## src/verilog/ccr_pkg.sv

```systemverilog
// Purpose: constants and carriers for the card configuration register set
// Assumes: byte-wide attribute accesses at even addresses, 40 MHz mclk_i
// Notes:   register offsets are attribute-space byte addresses
//
// Contract
// writing one to soft reset holds the card in reset; bit stays set
// writing zero releases reset; hard reset clears bit and config state
// host repeats power-on access sequence after any card reset
// level select zero gives pulse interrupts, one gives level interrupts
// map select field returns to zero on power on, hard and soft reset
// map 0 decodes memory 0h-fh and 400h-7ffh; map 1 contiguous i/o
// map 2 decodes primary i/o 1f0h-1f7h and 3f6h-3f7h
// map 3 decodes secondary i/o 170h-177h and 376h-377h
// changed flag mirrors ready-change; status pin low when enabled in i/o
// change enable gates status pin; zero keeps it high
// host sets narrow bus flag when limited to eight-bit low lanes
// power down one enters sleep, zero returns to idle active
// power down change shows busy until requested state is entered
// card powers down when idle and wakes on a command
// interrupt pending mirrors internal request until serviced
// interrupt pending reads zero while interrupts are disabled
// ready-change sets when ready state changes; host may write it
// ready state reads ready pin; write masks ready-change flag
// host writes copy number before option register on shared bus
// registers are inaccessible in disk-interface-compatible mode
// fixed bits ignore writes and read their fixed values
package ccr_pkg;

	// ==========================================================
	// register offsets
	localparam logic [10:0] CCR_OPTION_OFS = 11'h200;
	localparam logic [10:0] CCR_STATE_OFS  = 11'h202;
	localparam logic [10:0] CCR_PIN_OFS    = 11'h204;
	localparam logic [10:0] CCR_COPY_OFS   = 11'h206;

	// ==========================================================
	// field positions
	localparam int CCR_OPT_SRST_BIT = 7;
	localparam int CCR_OPT_LVL_BIT  = 6;
	localparam int CCR_ST_CHG_BIT   = 7;
	localparam int CCR_ST_SIG_BIT   = 6;
	localparam int CCR_ST_IO8_BIT   = 5;
	localparam int CCR_ST_PWD_BIT   = 2;
	localparam int CCR_ST_INT_BIT   = 1;
	localparam int CCR_PIN_CRDY_BIT = 5;
	localparam int CCR_PIN_RRDY_BIT = 1;
	localparam int CCR_COPY_BIT     = 4;

	// ==========================================================
	// reset and fixed values
	localparam logic [7:0] CCR_OPTION_RST = 8'h00;
	localparam logic [7:0] CCR_STATE_RST  = 8'h00;
	localparam logic [7:0] CCR_PIN_FIXED  = 8'h0c;
	localparam logic [7:0] CCR_COPY_RST   = 8'h00;
	localparam logic [5:0] CCR_MAP_MEM    = 6'h00;
	localparam logic [5:0] CCR_MAP_CONT   = 6'h01;
	localparam logic [5:0] CCR_MAP_PRI    = 6'h02;
	localparam logic [5:0] CCR_MAP_SEC    = 6'h03;

	// ==========================================================
	// timing: power state transition time and idle time before sleep
	localparam int CCR_CLK_MHZ       = 40;
	localparam int CCR_PWR_SETTLE_NS = 1000;
	localparam int CCR_PWR_SETTLE_CY =
		(CCR_PWR_SETTLE_NS * CCR_CLK_MHZ + 999) / 1000;
	localparam int CCR_IDLE_US       = 100;
	localparam int CCR_IDLE_CY       = CCR_IDLE_US * CCR_CLK_MHZ;

	// ==========================================================
	// power state machine, gray coded
	typedef enum logic [1:0] {
		CCR_PS_ACTIVE = 2'b00,
		CCR_PS_ENTER  = 2'b01,
		CCR_PS_SLEEP  = 2'b11,
		CCR_PS_WAKE   = 2'b10
	} ccr_pwr_e;

	// attribute access request carried as one bundle
	typedef struct packed {
		logic        rd;
		logic        wr;
		logic [10:0] addr;
		logic [7:0]  wdata;
	} ccr_req_s;

	// task-file decode result
	typedef struct packed {
		logic       hit;
		logic [3:0] idx;
	} ccr_tf_s;

endpackage

```

## src/verilog/ccr_regs.sv

```systemverilog
// Purpose: configuration register set of a removable flash card
// Assumes: attribute strobes are synchronous to mclk_i, one-cycle pulses
// Notes:   the ready pin and ide strap come from pins and are synchronised
module ccr_regs
	import ccr_pkg::*;
#(
	parameter int IDLE_CY = CCR_IDLE_CY
) (
	// clock, reset, enable
	input  wire logic     mclk_i,
	input  wire logic     arst_n_i,
	input  wire logic     ce_i,
	// attribute register access
	input  wire ccr_req_s req_i,
	output logic [7:0]    rdata_o,
	output logic          rvalid_o,
	// task-file decode of the active address map
	input  wire logic     tf_reg_n_i,
	input  wire logic [10:0] tf_addr_i,
	output ccr_tf_s       tf_dec_o,
	// card state
	input  wire logic     ide_mode_i,
	input  wire logic     io_config_i,
	input  wire logic     ready_pin_i,
	input  wire logic     irq_req_i,
	input  wire logic     irq_disable_bit_i,
	input  wire logic     cmd_strobe_i,
	output logic          card_reset_o,
	output logic          irq_level_select_o,
	output logic          narrow_bus_flag_o,
	output logic          sleep_o,
	output logic          status_change_pin_n_o
);

	// ==========================================================
	// synchronisers for pin inputs
	logic [1:0] rdy_sync_r;
	logic [1:0] ide_sync_r;

	// first stage feeds only the second
	always_ff @(posedge mclk_i or negedge arst_n_i) begin
		if (!arst_n_i) begin
			rdy_sync_r <= 2'b00;
			ide_sync_r <= 2'b00;
		end else if (ce_i) begin
			rdy_sync_r <= {rdy_sync_r[0], ready_pin_i};
			ide_sync_r <= {ide_sync_r[0], ide_mode_i};
		end
	end

	logic rdy_s;
	logic ide_s;
	assign rdy_s = rdy_sync_r[1];
	assign ide_s = ide_sync_r[1];

	// ==========================================================
	// access decode
	logic acc_ok;
	logic wr_opt;
	logic wr_st;
	logic wr_pin;
	logic wr_copy;

	// no access at all in disk-compatible mode
	assign acc_ok  = !ide_s;
	assign wr_opt  = acc_ok && req_i.wr && req_i.addr == CCR_OPTION_OFS;
	assign wr_st   = acc_ok && req_i.wr && req_i.addr == CCR_STATE_OFS;
	assign wr_pin  = acc_ok && req_i.wr && req_i.addr == CCR_PIN_OFS;
	assign wr_copy = acc_ok && req_i.wr && req_i.addr == CCR_COPY_OFS;

	// ==========================================================
	// option register
	logic       srst_r;
	logic       lvl_r;
	logic [5:0] map_r;

	// soft reset sticks; it clears level and map but not itself
	always_ff @(posedge mclk_i or negedge arst_n_i) begin
		if (!arst_n_i) begin
			srst_r <= CCR_OPTION_RST[CCR_OPT_SRST_BIT];
			lvl_r  <= CCR_OPTION_RST[CCR_OPT_LVL_BIT];
			map_r  <= CCR_OPTION_RST[5:0];
		end else if (ce_i) begin
			if (wr_opt) begin
				srst_r <= req_i.wdata[CCR_OPT_SRST_BIT];
				lvl_r  <= req_i.wdata[CCR_OPT_LVL_BIT];
				map_r  <= req_i.wdata[5:0];
			end
			// a releasing write keeps the level and map it carries
			if (wr_opt ? req_i.wdata[CCR_OPT_SRST_BIT] : srst_r) begin
				lvl_r <= CCR_OPTION_RST[CCR_OPT_LVL_BIT];
				map_r <= CCR_MAP_MEM;
			end
		end
	end

	assign card_reset_o       = srst_r;
	assign irq_level_select_o = lvl_r;

	// ==========================================================
	// configuration and status register
	logic sig_r;
	logic io8_r;
	logic pwd_r;

	// host bits are cleared while soft reset holds the card
	always_ff @(posedge mclk_i or negedge arst_n_i) begin
		if (!arst_n_i) begin
			sig_r <= CCR_STATE_RST[CCR_ST_SIG_BIT];
			io8_r <= CCR_STATE_RST[CCR_ST_IO8_BIT];
			pwd_r <= CCR_STATE_RST[CCR_ST_PWD_BIT];
		end else if (ce_i) begin
			if (srst_r) begin
				sig_r <= 1'b0;
				io8_r <= 1'b0;
				pwd_r <= 1'b0;
			end else if (wr_st) begin
				sig_r <= req_i.wdata[CCR_ST_SIG_BIT];
				io8_r <= req_i.wdata[CCR_ST_IO8_BIT];
				pwd_r <= req_i.wdata[CCR_ST_PWD_BIT];
			end
		end
	end

	assign narrow_bus_flag_o = io8_r;

	// ==========================================================
	// power state machine
	ccr_pwr_e ps_r;
	logic [$clog2(CCR_PWR_SETTLE_CY+1)-1:0] settle_r;
	logic [$clog2(IDLE_CY+1)-1:0]          idle_r;
	logic                                  pwd_seen_r;
	logic                                  pwd_chg;
	logic                                  auto_sleep_r;

	assign pwd_chg = pwd_seen_r != pwd_r;

	// a changed request restarts the settle count, except in wake, which runs to completion
	always_ff @(posedge mclk_i or negedge arst_n_i) begin
		if (!arst_n_i) begin
			ps_r       <= CCR_PS_ACTIVE;
			settle_r   <= '0;
			pwd_seen_r <= 1'b0;
		end else if (ce_i) begin
			pwd_seen_r <= pwd_r;
			unique case (ps_r)
				CCR_PS_ACTIVE: if (pwd_r || auto_sleep_r) begin
					ps_r     <= CCR_PS_ENTER;
					settle_r <= '0;
				end
				CCR_PS_ENTER: begin
					if (!pwd_r && !auto_sleep_r) begin
						ps_r     <= CCR_PS_WAKE;
						settle_r <= '0;
					end else if (settle_r ==
						($bits(settle_r))'(CCR_PWR_SETTLE_CY - 1)) begin
						ps_r <= CCR_PS_SLEEP;
					end else begin
						settle_r <= settle_r + 1'b1;
					end
				end
				CCR_PS_SLEEP: if (!pwd_r && !auto_sleep_r) begin
					ps_r     <= CCR_PS_WAKE;
					settle_r <= '0;
				end
				CCR_PS_WAKE: begin
					if (settle_r ==
						($bits(settle_r))'(CCR_PWR_SETTLE_CY - 1)) begin
						ps_r <= CCR_PS_ACTIVE;
					end else begin
						settle_r <= settle_r + 1'b1;
					end
				end
			endcase
		end
	end

	// idle counter: sleep when quiet, a command wakes the card
	always_ff @(posedge mclk_i or negedge arst_n_i) begin
		if (!arst_n_i) begin
			idle_r       <= '0;
			auto_sleep_r <= 1'b0;
		end else if (ce_i) begin
			if (cmd_strobe_i || srst_r) begin
				idle_r       <= '0;
				auto_sleep_r <= 1'b0;
			end else if (idle_r == ($bits(idle_r))'(IDLE_CY)) begin
				auto_sleep_r <= 1'b1;
			end else begin
				idle_r <= idle_r + 1'b1;
			end
		end
	end

	assign sleep_o = ps_r == CCR_PS_SLEEP;

	// busy from the change until the requested state is reached
	logic pwr_busy;
	assign pwr_busy = pwd_chg ||
		(pwd_r ? ps_r != CCR_PS_SLEEP : ps_r != CCR_PS_ACTIVE) &&
		!(auto_sleep_r && !pwd_r);

	logic rrdy;
	assign rrdy = rdy_s && !pwr_busy;

	// ==========================================================
	// pin replacement register
	logic       crdy_r;
	logic       rrdy_d_r;
	logic       rmask_r;
	logic [2:0] prime_r;

	// a ready change wins over a host write in the same cycle;
	// edges are ignored until the synchroniser and the delay stage
	// hold real pin samples, so a pin idling ready after reset
	// does not look like a change
	always_ff @(posedge mclk_i or negedge arst_n_i) begin
		if (!arst_n_i) begin
			crdy_r   <= CCR_PIN_FIXED[CCR_PIN_CRDY_BIT];
			rrdy_d_r <= 1'b0;
			rmask_r  <= 1'b0;
			prime_r  <= 3'h0;
		end else if (ce_i) begin
			rrdy_d_r <= rrdy;
			prime_r  <= {prime_r[1:0], 1'b1};
			if (wr_pin) begin
				crdy_r  <= req_i.wdata[CCR_PIN_CRDY_BIT];
				rmask_r <= req_i.wdata[CCR_PIN_RRDY_BIT];
			end
			if (prime_r[2] && rrdy != rrdy_d_r && !rmask_r) begin
				crdy_r <= 1'b1;
			end
			if (srst_r) begin
				crdy_r  <= 1'b0;
				rmask_r <= 1'b0;
			end
		end
	end

	// ==========================================================
	// socket and copy register
	logic copy_r;

	// only the copy number bit is stored
	always_ff @(posedge mclk_i or negedge arst_n_i) begin
		if (!arst_n_i) begin
			copy_r <= CCR_COPY_RST[CCR_COPY_BIT];
		end else if (ce_i && wr_copy) begin
			copy_r <= req_i.wdata[CCR_COPY_BIT];
		end
	end

	// ==========================================================
	// status change pin and interrupt pending
	logic chg;
	logic irq_pending;
	assign chg  = crdy_r;
	assign irq_pending = irq_req_i && !irq_disable_bit_i;

	// registered so the pin never glitches
	always_ff @(posedge mclk_i or negedge arst_n_i) begin
		if (!arst_n_i) begin
			status_change_pin_n_o <= 1'b1;
		end else if (ce_i) begin
			status_change_pin_n_o <= !(chg && sig_r && io_config_i);
		end
	end

	// ==========================================================
	// read data
	function automatic logic [7:0] rd_mux(input logic [10:0] a);
		logic [7:0] v;
		v = 8'h00;
		unique case (a)
			CCR_OPTION_OFS: v = {srst_r, lvl_r, map_r};
			CCR_STATE_OFS: begin
				v[CCR_ST_CHG_BIT] = chg;
				v[CCR_ST_SIG_BIT] = sig_r;
				v[CCR_ST_IO8_BIT] = io8_r;
				v[CCR_ST_PWD_BIT] = pwd_r;
				v[CCR_ST_INT_BIT] = irq_pending;
			end
			CCR_PIN_OFS: begin
				v = CCR_PIN_FIXED;
				v[CCR_PIN_CRDY_BIT] = crdy_r;
				v[CCR_PIN_RRDY_BIT] = rrdy;
			end
			CCR_COPY_OFS: v[CCR_COPY_BIT] = copy_r;
			default: v = 8'h00;
		endcase
		return v;
	endfunction

	// one-cycle answer; nothing returned in disk-compatible mode
	always_ff @(posedge mclk_i or negedge arst_n_i) begin
		if (!arst_n_i) begin
			rdata_o  <= 8'h00;
			rvalid_o <= 1'b0;
		end else if (ce_i) begin
			rvalid_o <= req_i.rd && acc_ok;
			rdata_o  <= (req_i.rd && acc_ok) ? rd_mux(req_i.addr) : 8'h00;
		end
	end

	// ==========================================================
	// task-file decode per map select
	function automatic ccr_tf_s tf_map(input logic [5:0] m,
		input logic rn, input logic [10:0] a);
		ccr_tf_s t;
		t = '0;
		unique case (m)
			CCR_MAP_MEM: if (rn && (a[10] || a[9:4] == 6'h00)) begin
				t.hit = 1'b1;
				t.idx = a[10] ? {3'b100, a[0]} : a[3:0];
			end
			CCR_MAP_CONT: if (!rn) begin
				t.hit = 1'b1;
				t.idx = a[3:0];
			end
			CCR_MAP_PRI: if (!rn) begin
				if (a[9:3] == 7'h3e) begin
					t.hit = 1'b1;
					t.idx = {1'b0, a[2:0]};
				end else if (a[9:1] == 9'h1fb) begin
					t.hit = 1'b1;
					t.idx = {3'b111, a[0]};
				end
			end
			CCR_MAP_SEC: if (!rn) begin
				if (a[9:3] == 7'h2e) begin
					t.hit = 1'b1;
					t.idx = {1'b0, a[2:0]};
				end else if (a[9:1] == 9'h1bb) begin
					t.hit = 1'b1;
					t.idx = {3'b111, a[0]};
				end
			end
			default: t = '0;
		endcase
		return t;
	endfunction

	// no task-file hits while soft reset holds the card
	assign tf_dec_o = srst_r ? '0 : tf_map(map_r, tf_reg_n_i, tf_addr_i);

endmodule

```

## config.mk

```make
export PLATFORM = sky130hd
export DESIGN_NAME = ccr_regs
export DESIGN_NICKNAME = d
export VERILOG_FILES = /design/src/verilog/ccr_pkg.sv /design/src/verilog/ccr_regs.sv
export SDC_FILE = /design/constraint.sdc
export NUM_CORES = 1
export LEC_CHECK = 0
export ABC_AREA = 1
export BUFFER_PORTS_ARGS = -buffer_cell sky130_fd_sc_hd__buf_2
export CAP_MARGIN = 20
export CORE_MARGIN = 10
export CORE_UTILIZATION = 37
export DETAILED_ROUTE_END_ITERATION = 16
export MAX_ROUTING_LAYER = met4
export PLACE_DENSITY = 0.61
export SLEW_MARGIN = 20
export SYNTH_ARGS = -nofsm -noshare
export SYNTH_HDL_FRONTEND = slang
export SYNTH_SLANG_ARGS = --single-unit
```

## constraint.sdc

```tcl
create_clock -name mclk_i -period 1.9 [get_ports mclk_i]
set_input_delay 0.095 -clock mclk_i [delete_from_list [all_inputs] [get_ports mclk_i]]
set_output_delay 0.095 -clock mclk_i [all_outputs]
set_load 0.01 [all_outputs]
```

==> impl_metrics.ini <==
[status]
status = finished, final reports clean

[die]
core.rowCount = 34
die_h_microns = 114
initial_core_util_pct = 37.8
dieArea_sq_mm = 0.0130
pin_count = 61
core_area_sq_mm = 0.00868
die_w_microns = 114

[worst_setup_path]
cpMostUsedCell = nand2_1
start_kind = flip-flop
r2r_slack_ns = 0.22
cp_data_arrival_time_ns = 1.67
cpPeakStageDelay_ns = 0.44
end_kind = output port
cp_max_fo = 4
crit_chain = nor2_4, nand2_2, nor3_2, nand2_1, nand2_1, nor2_1, nor3_1, buf_2
regToRegEndpoint = idle_r[9]
reg2regPathDepth = 10
crit_slowest_cell = dfrtp_1
required_ns = 1.80
r2r-start = idle_r[0]
path_class = reg2out

[hold_path]
hold_depth = 3
hp-start = req_i[4]
hp-class = in2reg
hold_end = copy_r

[power]
p_sw_share_pct = 34.2
powerDensity_mw_per_mm2 = 675
vdd_drop_max_mv = 0.305
power_frac_comb_pct = 23.6
leakagePower_nw = 2.04
p_clk_share_pct = 26.2
seqPwrFrac_pct = 50.2
p_int_mw = 1.73
power_switching_mw = 0.902

[drt]
via_per_inst = 4.95
via_count = 3164
dr.max_layer_used = met4
wirelength_microns = 8260
ant_nets = 0
drtIter0Drc = 185
avgRoutedWirePerCell_microns = 12.9
drt-met1-wl_microns = 3830
wl_met3_microns = 232
firstDrtPassIters = 4
drcViolationCount = 0
route.met2.wl_microns = 4100

[timing]
rsz0062_at_grt = true
hold_viol_final = 0
fin_hold_ws_ns = 0.0252
tns_ns = 0
final_critical_path_setup_slack_ns = 0.134
slew_headroom_pct = 61.2
slew_viol_final = 0
finalCritPeriodShare_pct = 93.0
max_freq_ghz = 0.566
worstMarginPinSlew_ns = 0.579
period_minus_slack_ns = 1.77
finalSetupViolCount = 0
finClkSkew_ns = 0.00623

[global_route]
grt_pass1_vias = 3063
antenna_found_initial = 0
grt_use_total_pct = 13.0
gr-total-overflow = 0
grt_pass1_wl_microns = 13800
grt_max_degree = 22

[synthesis]
synth_warnings = 0
ys_ff_latch = 54
syn_avg_cell_area_sq_um = 7.16
syn_area_sq_mm = 0.00328
synthesis.nets = 508
yosysUniqueCellTypes = 41
ys_seq_area_share_pct = 41.2
synthCells = 458

[layout]
final_nets = 580
area_growth_pct = 18.9
fill_cells = 915
finalNonFillerCells = 639
drive_gt1_share_pct = 19.6
stdcell_area_sq_mm = 0.00390
diodes = 0

[placed_design]
dp_hpwl_microns = 6490
placedInstanceArea_sq_mm = 0.00371
dpl.cell_count = 623
preCtsSetupSlack_ns = 0.259
io_buffers = 60
place.gp.congestion = 0.861

[clocking]
clock_latency_ns = 0.31
clkSlewWorstSetupHoldPaths_ns = 0.11
cts_tree = yes
cts_max_path_buffers = 2
cts_max_level = 2
clock-sinks = 54
cts_root_buf = clkbuf_8
cts_inserted_buffers = 5

[run]
drv_cap = 0
[cell usage in the layout, fill, tap and decap left out, types with 2 or more instances in the layout]
cell type      count
inv_2              3
ha_1               8
buf_4              9
nor2_2             6
nor2_1            37
dfrtp_1           53
o22ai_1            2
nand2_1          133
buf_2             60
nand3b_1           6
o21ai_1           14
nand3_1           50
o21ai_0           16
nand2_2            3
nor3_2             3
clkbuf_8           5
xor2_1             6
nand3_2            3
dlygate4sd3_1      4
nor2_4             2
nand4_1           10
a21oi_1            7
inv_1             58
nor3_1            13
[stage by stage]
step | total power [mW] | util, %
6_report | 2.63 | 45.0
4_1_cts | 2.66 | 44.3
3_5_place_dp | 1.96 | 42.7
2_1_floorplan | 1.75 | -
3_3_place_gp | 1.94 | 42.7
5_1_grt | 2.81 | 45.0
[how the worst max path moves through the flow]
stage	start	endpoint	slack, ns	cells past startpoint
2_1_floorplan	idle_r[0]	idle_r[11]	0.44	11
3_3_place_gp	idle_r[0]	idle_r[11]	0.33	10
3_5_place_dp	idle_r[0]	idle_r[11]	0.26	10
4_1_cts	map_r[2]	tf_dec_o[0]	0.03	8
5_1_grt	map_r[4]	tf_dec_o[0]	-0.03	8
6_report	map_r[3]	tf_dec_o[0]	0.13	8
[worst max-delay path: cells and delay by family, from the launching register on]
| kind | cells | cell delay [ns] |
|---|---|---|
| buf+inv | 1 | 0.15 |
| flops | 1 | 0.44 |
| simple gates | 7 | 0.76 |
[cell usage after synthesis, drive strengths merged]
| cell type | number | area share, % |
|---|---|---|
| a211oi | 1 | 0.23 |
| a21boi | 2 | 0.57 |
| a21oi | 8 | 1.3 |
| a31oi | 1 | 0.19 |
| a41oi | 1 | 0.27 |
| buf | 4 | 0.88 |
| clkbuf | 4 | 0.46 |
| clkinv | 1 | 0.15 |
| dfrtp | 53 | 40 |
| dfstp | 1 | 0.80 |
| ha | 8 | 3.1 |
| inv | 61 | 7.0 |
| nand2 | 136 | 16 |
| nand3 | 53 | 8.4 |
| nand3b | 6 | 1.4 |
| nand4 | 10 | 1.9 |
| nor2 | 45 | 5.6 |
| nor3 | 16 | 2.7 |
| nor4 | 1 | 0.19 |
| o211ai | 1 | 0.23 |
| o21ai | 32 | 5.3 |
| o21bai | 1 | 0.23 |
| o22a | 1 | 0.27 |
| o22ai | 2 | 0.38 |
| o31ai | 1 | 0.23 |
| or2 | 1 | 0.19 |
| xnor2 | 1 | 0.27 |
| xor2 | 6 | 1.6 |
[flip-flops by register name (all words and copies together), names as in the netlist, 2 cells and up]
signal	count
rdata_o	8
settle_r	6
ps_r	2
idle_r	12
map_r	6
prime_r	3
rdy_sync_r	2
ide_sync_r	2
[timing repair]
item	4_1_cts	5_1_grt
hold buffers	4	0
resized for setup	1	7
cloned	0	0
hold endpoints to repair	21	0
pin swaps	0	3
setup endpoints to repair	4	5
setup buffers	0	4
[logic make-up after synthesis]
logic type,Yosys count,synth area share (%)
compound gates,51,9.27
fa+ha+maj,8,3.05
xor+xnor,7,1.87
buf+inv,70,8.47
flops,54,41.2
simple gates,268,36.1
[per-layer routing]
metal	GRT usage, %	vias to the layer above
met5	-	-
met1	16.3	1465
li1	-	1629
met2	21.4	60
met4	3.34	0
met3	2.25	10
[power groups by stage]
| stage | Sequential (mW) | Combinational, mW | Clock [mW] |
|---|---|---|---|
| after global placement | 1.34 | 0.599 | 0 |
| after floorplan | 1.32 | 0.421 | 0 |
| after global routing | 1.34 | 0.712 | 0.758 |
| after CTS | 1.32 | 0.627 | 0.712 |
| after detailed placement | 1.35 | 0.614 | 0 |
| final | 1.32 | 0.621 | 0.691 |
[cell type report]
cell class / instances / area [sq um] / area share (%)
multi-input combinational: 334 / 1680 / 43.0
sequential: 54 / 1350 / 34.7
timing repair buffer: 73 / 408 / 10.5
inverter: 62 / 234 / 6.00
tap: 108 / 135 / 3.46
clock buffer: 5 / 68.8 / 1.76
clock inverter: 3 / 25.0 / 0.641
Power figures use the tool's default switching activity.
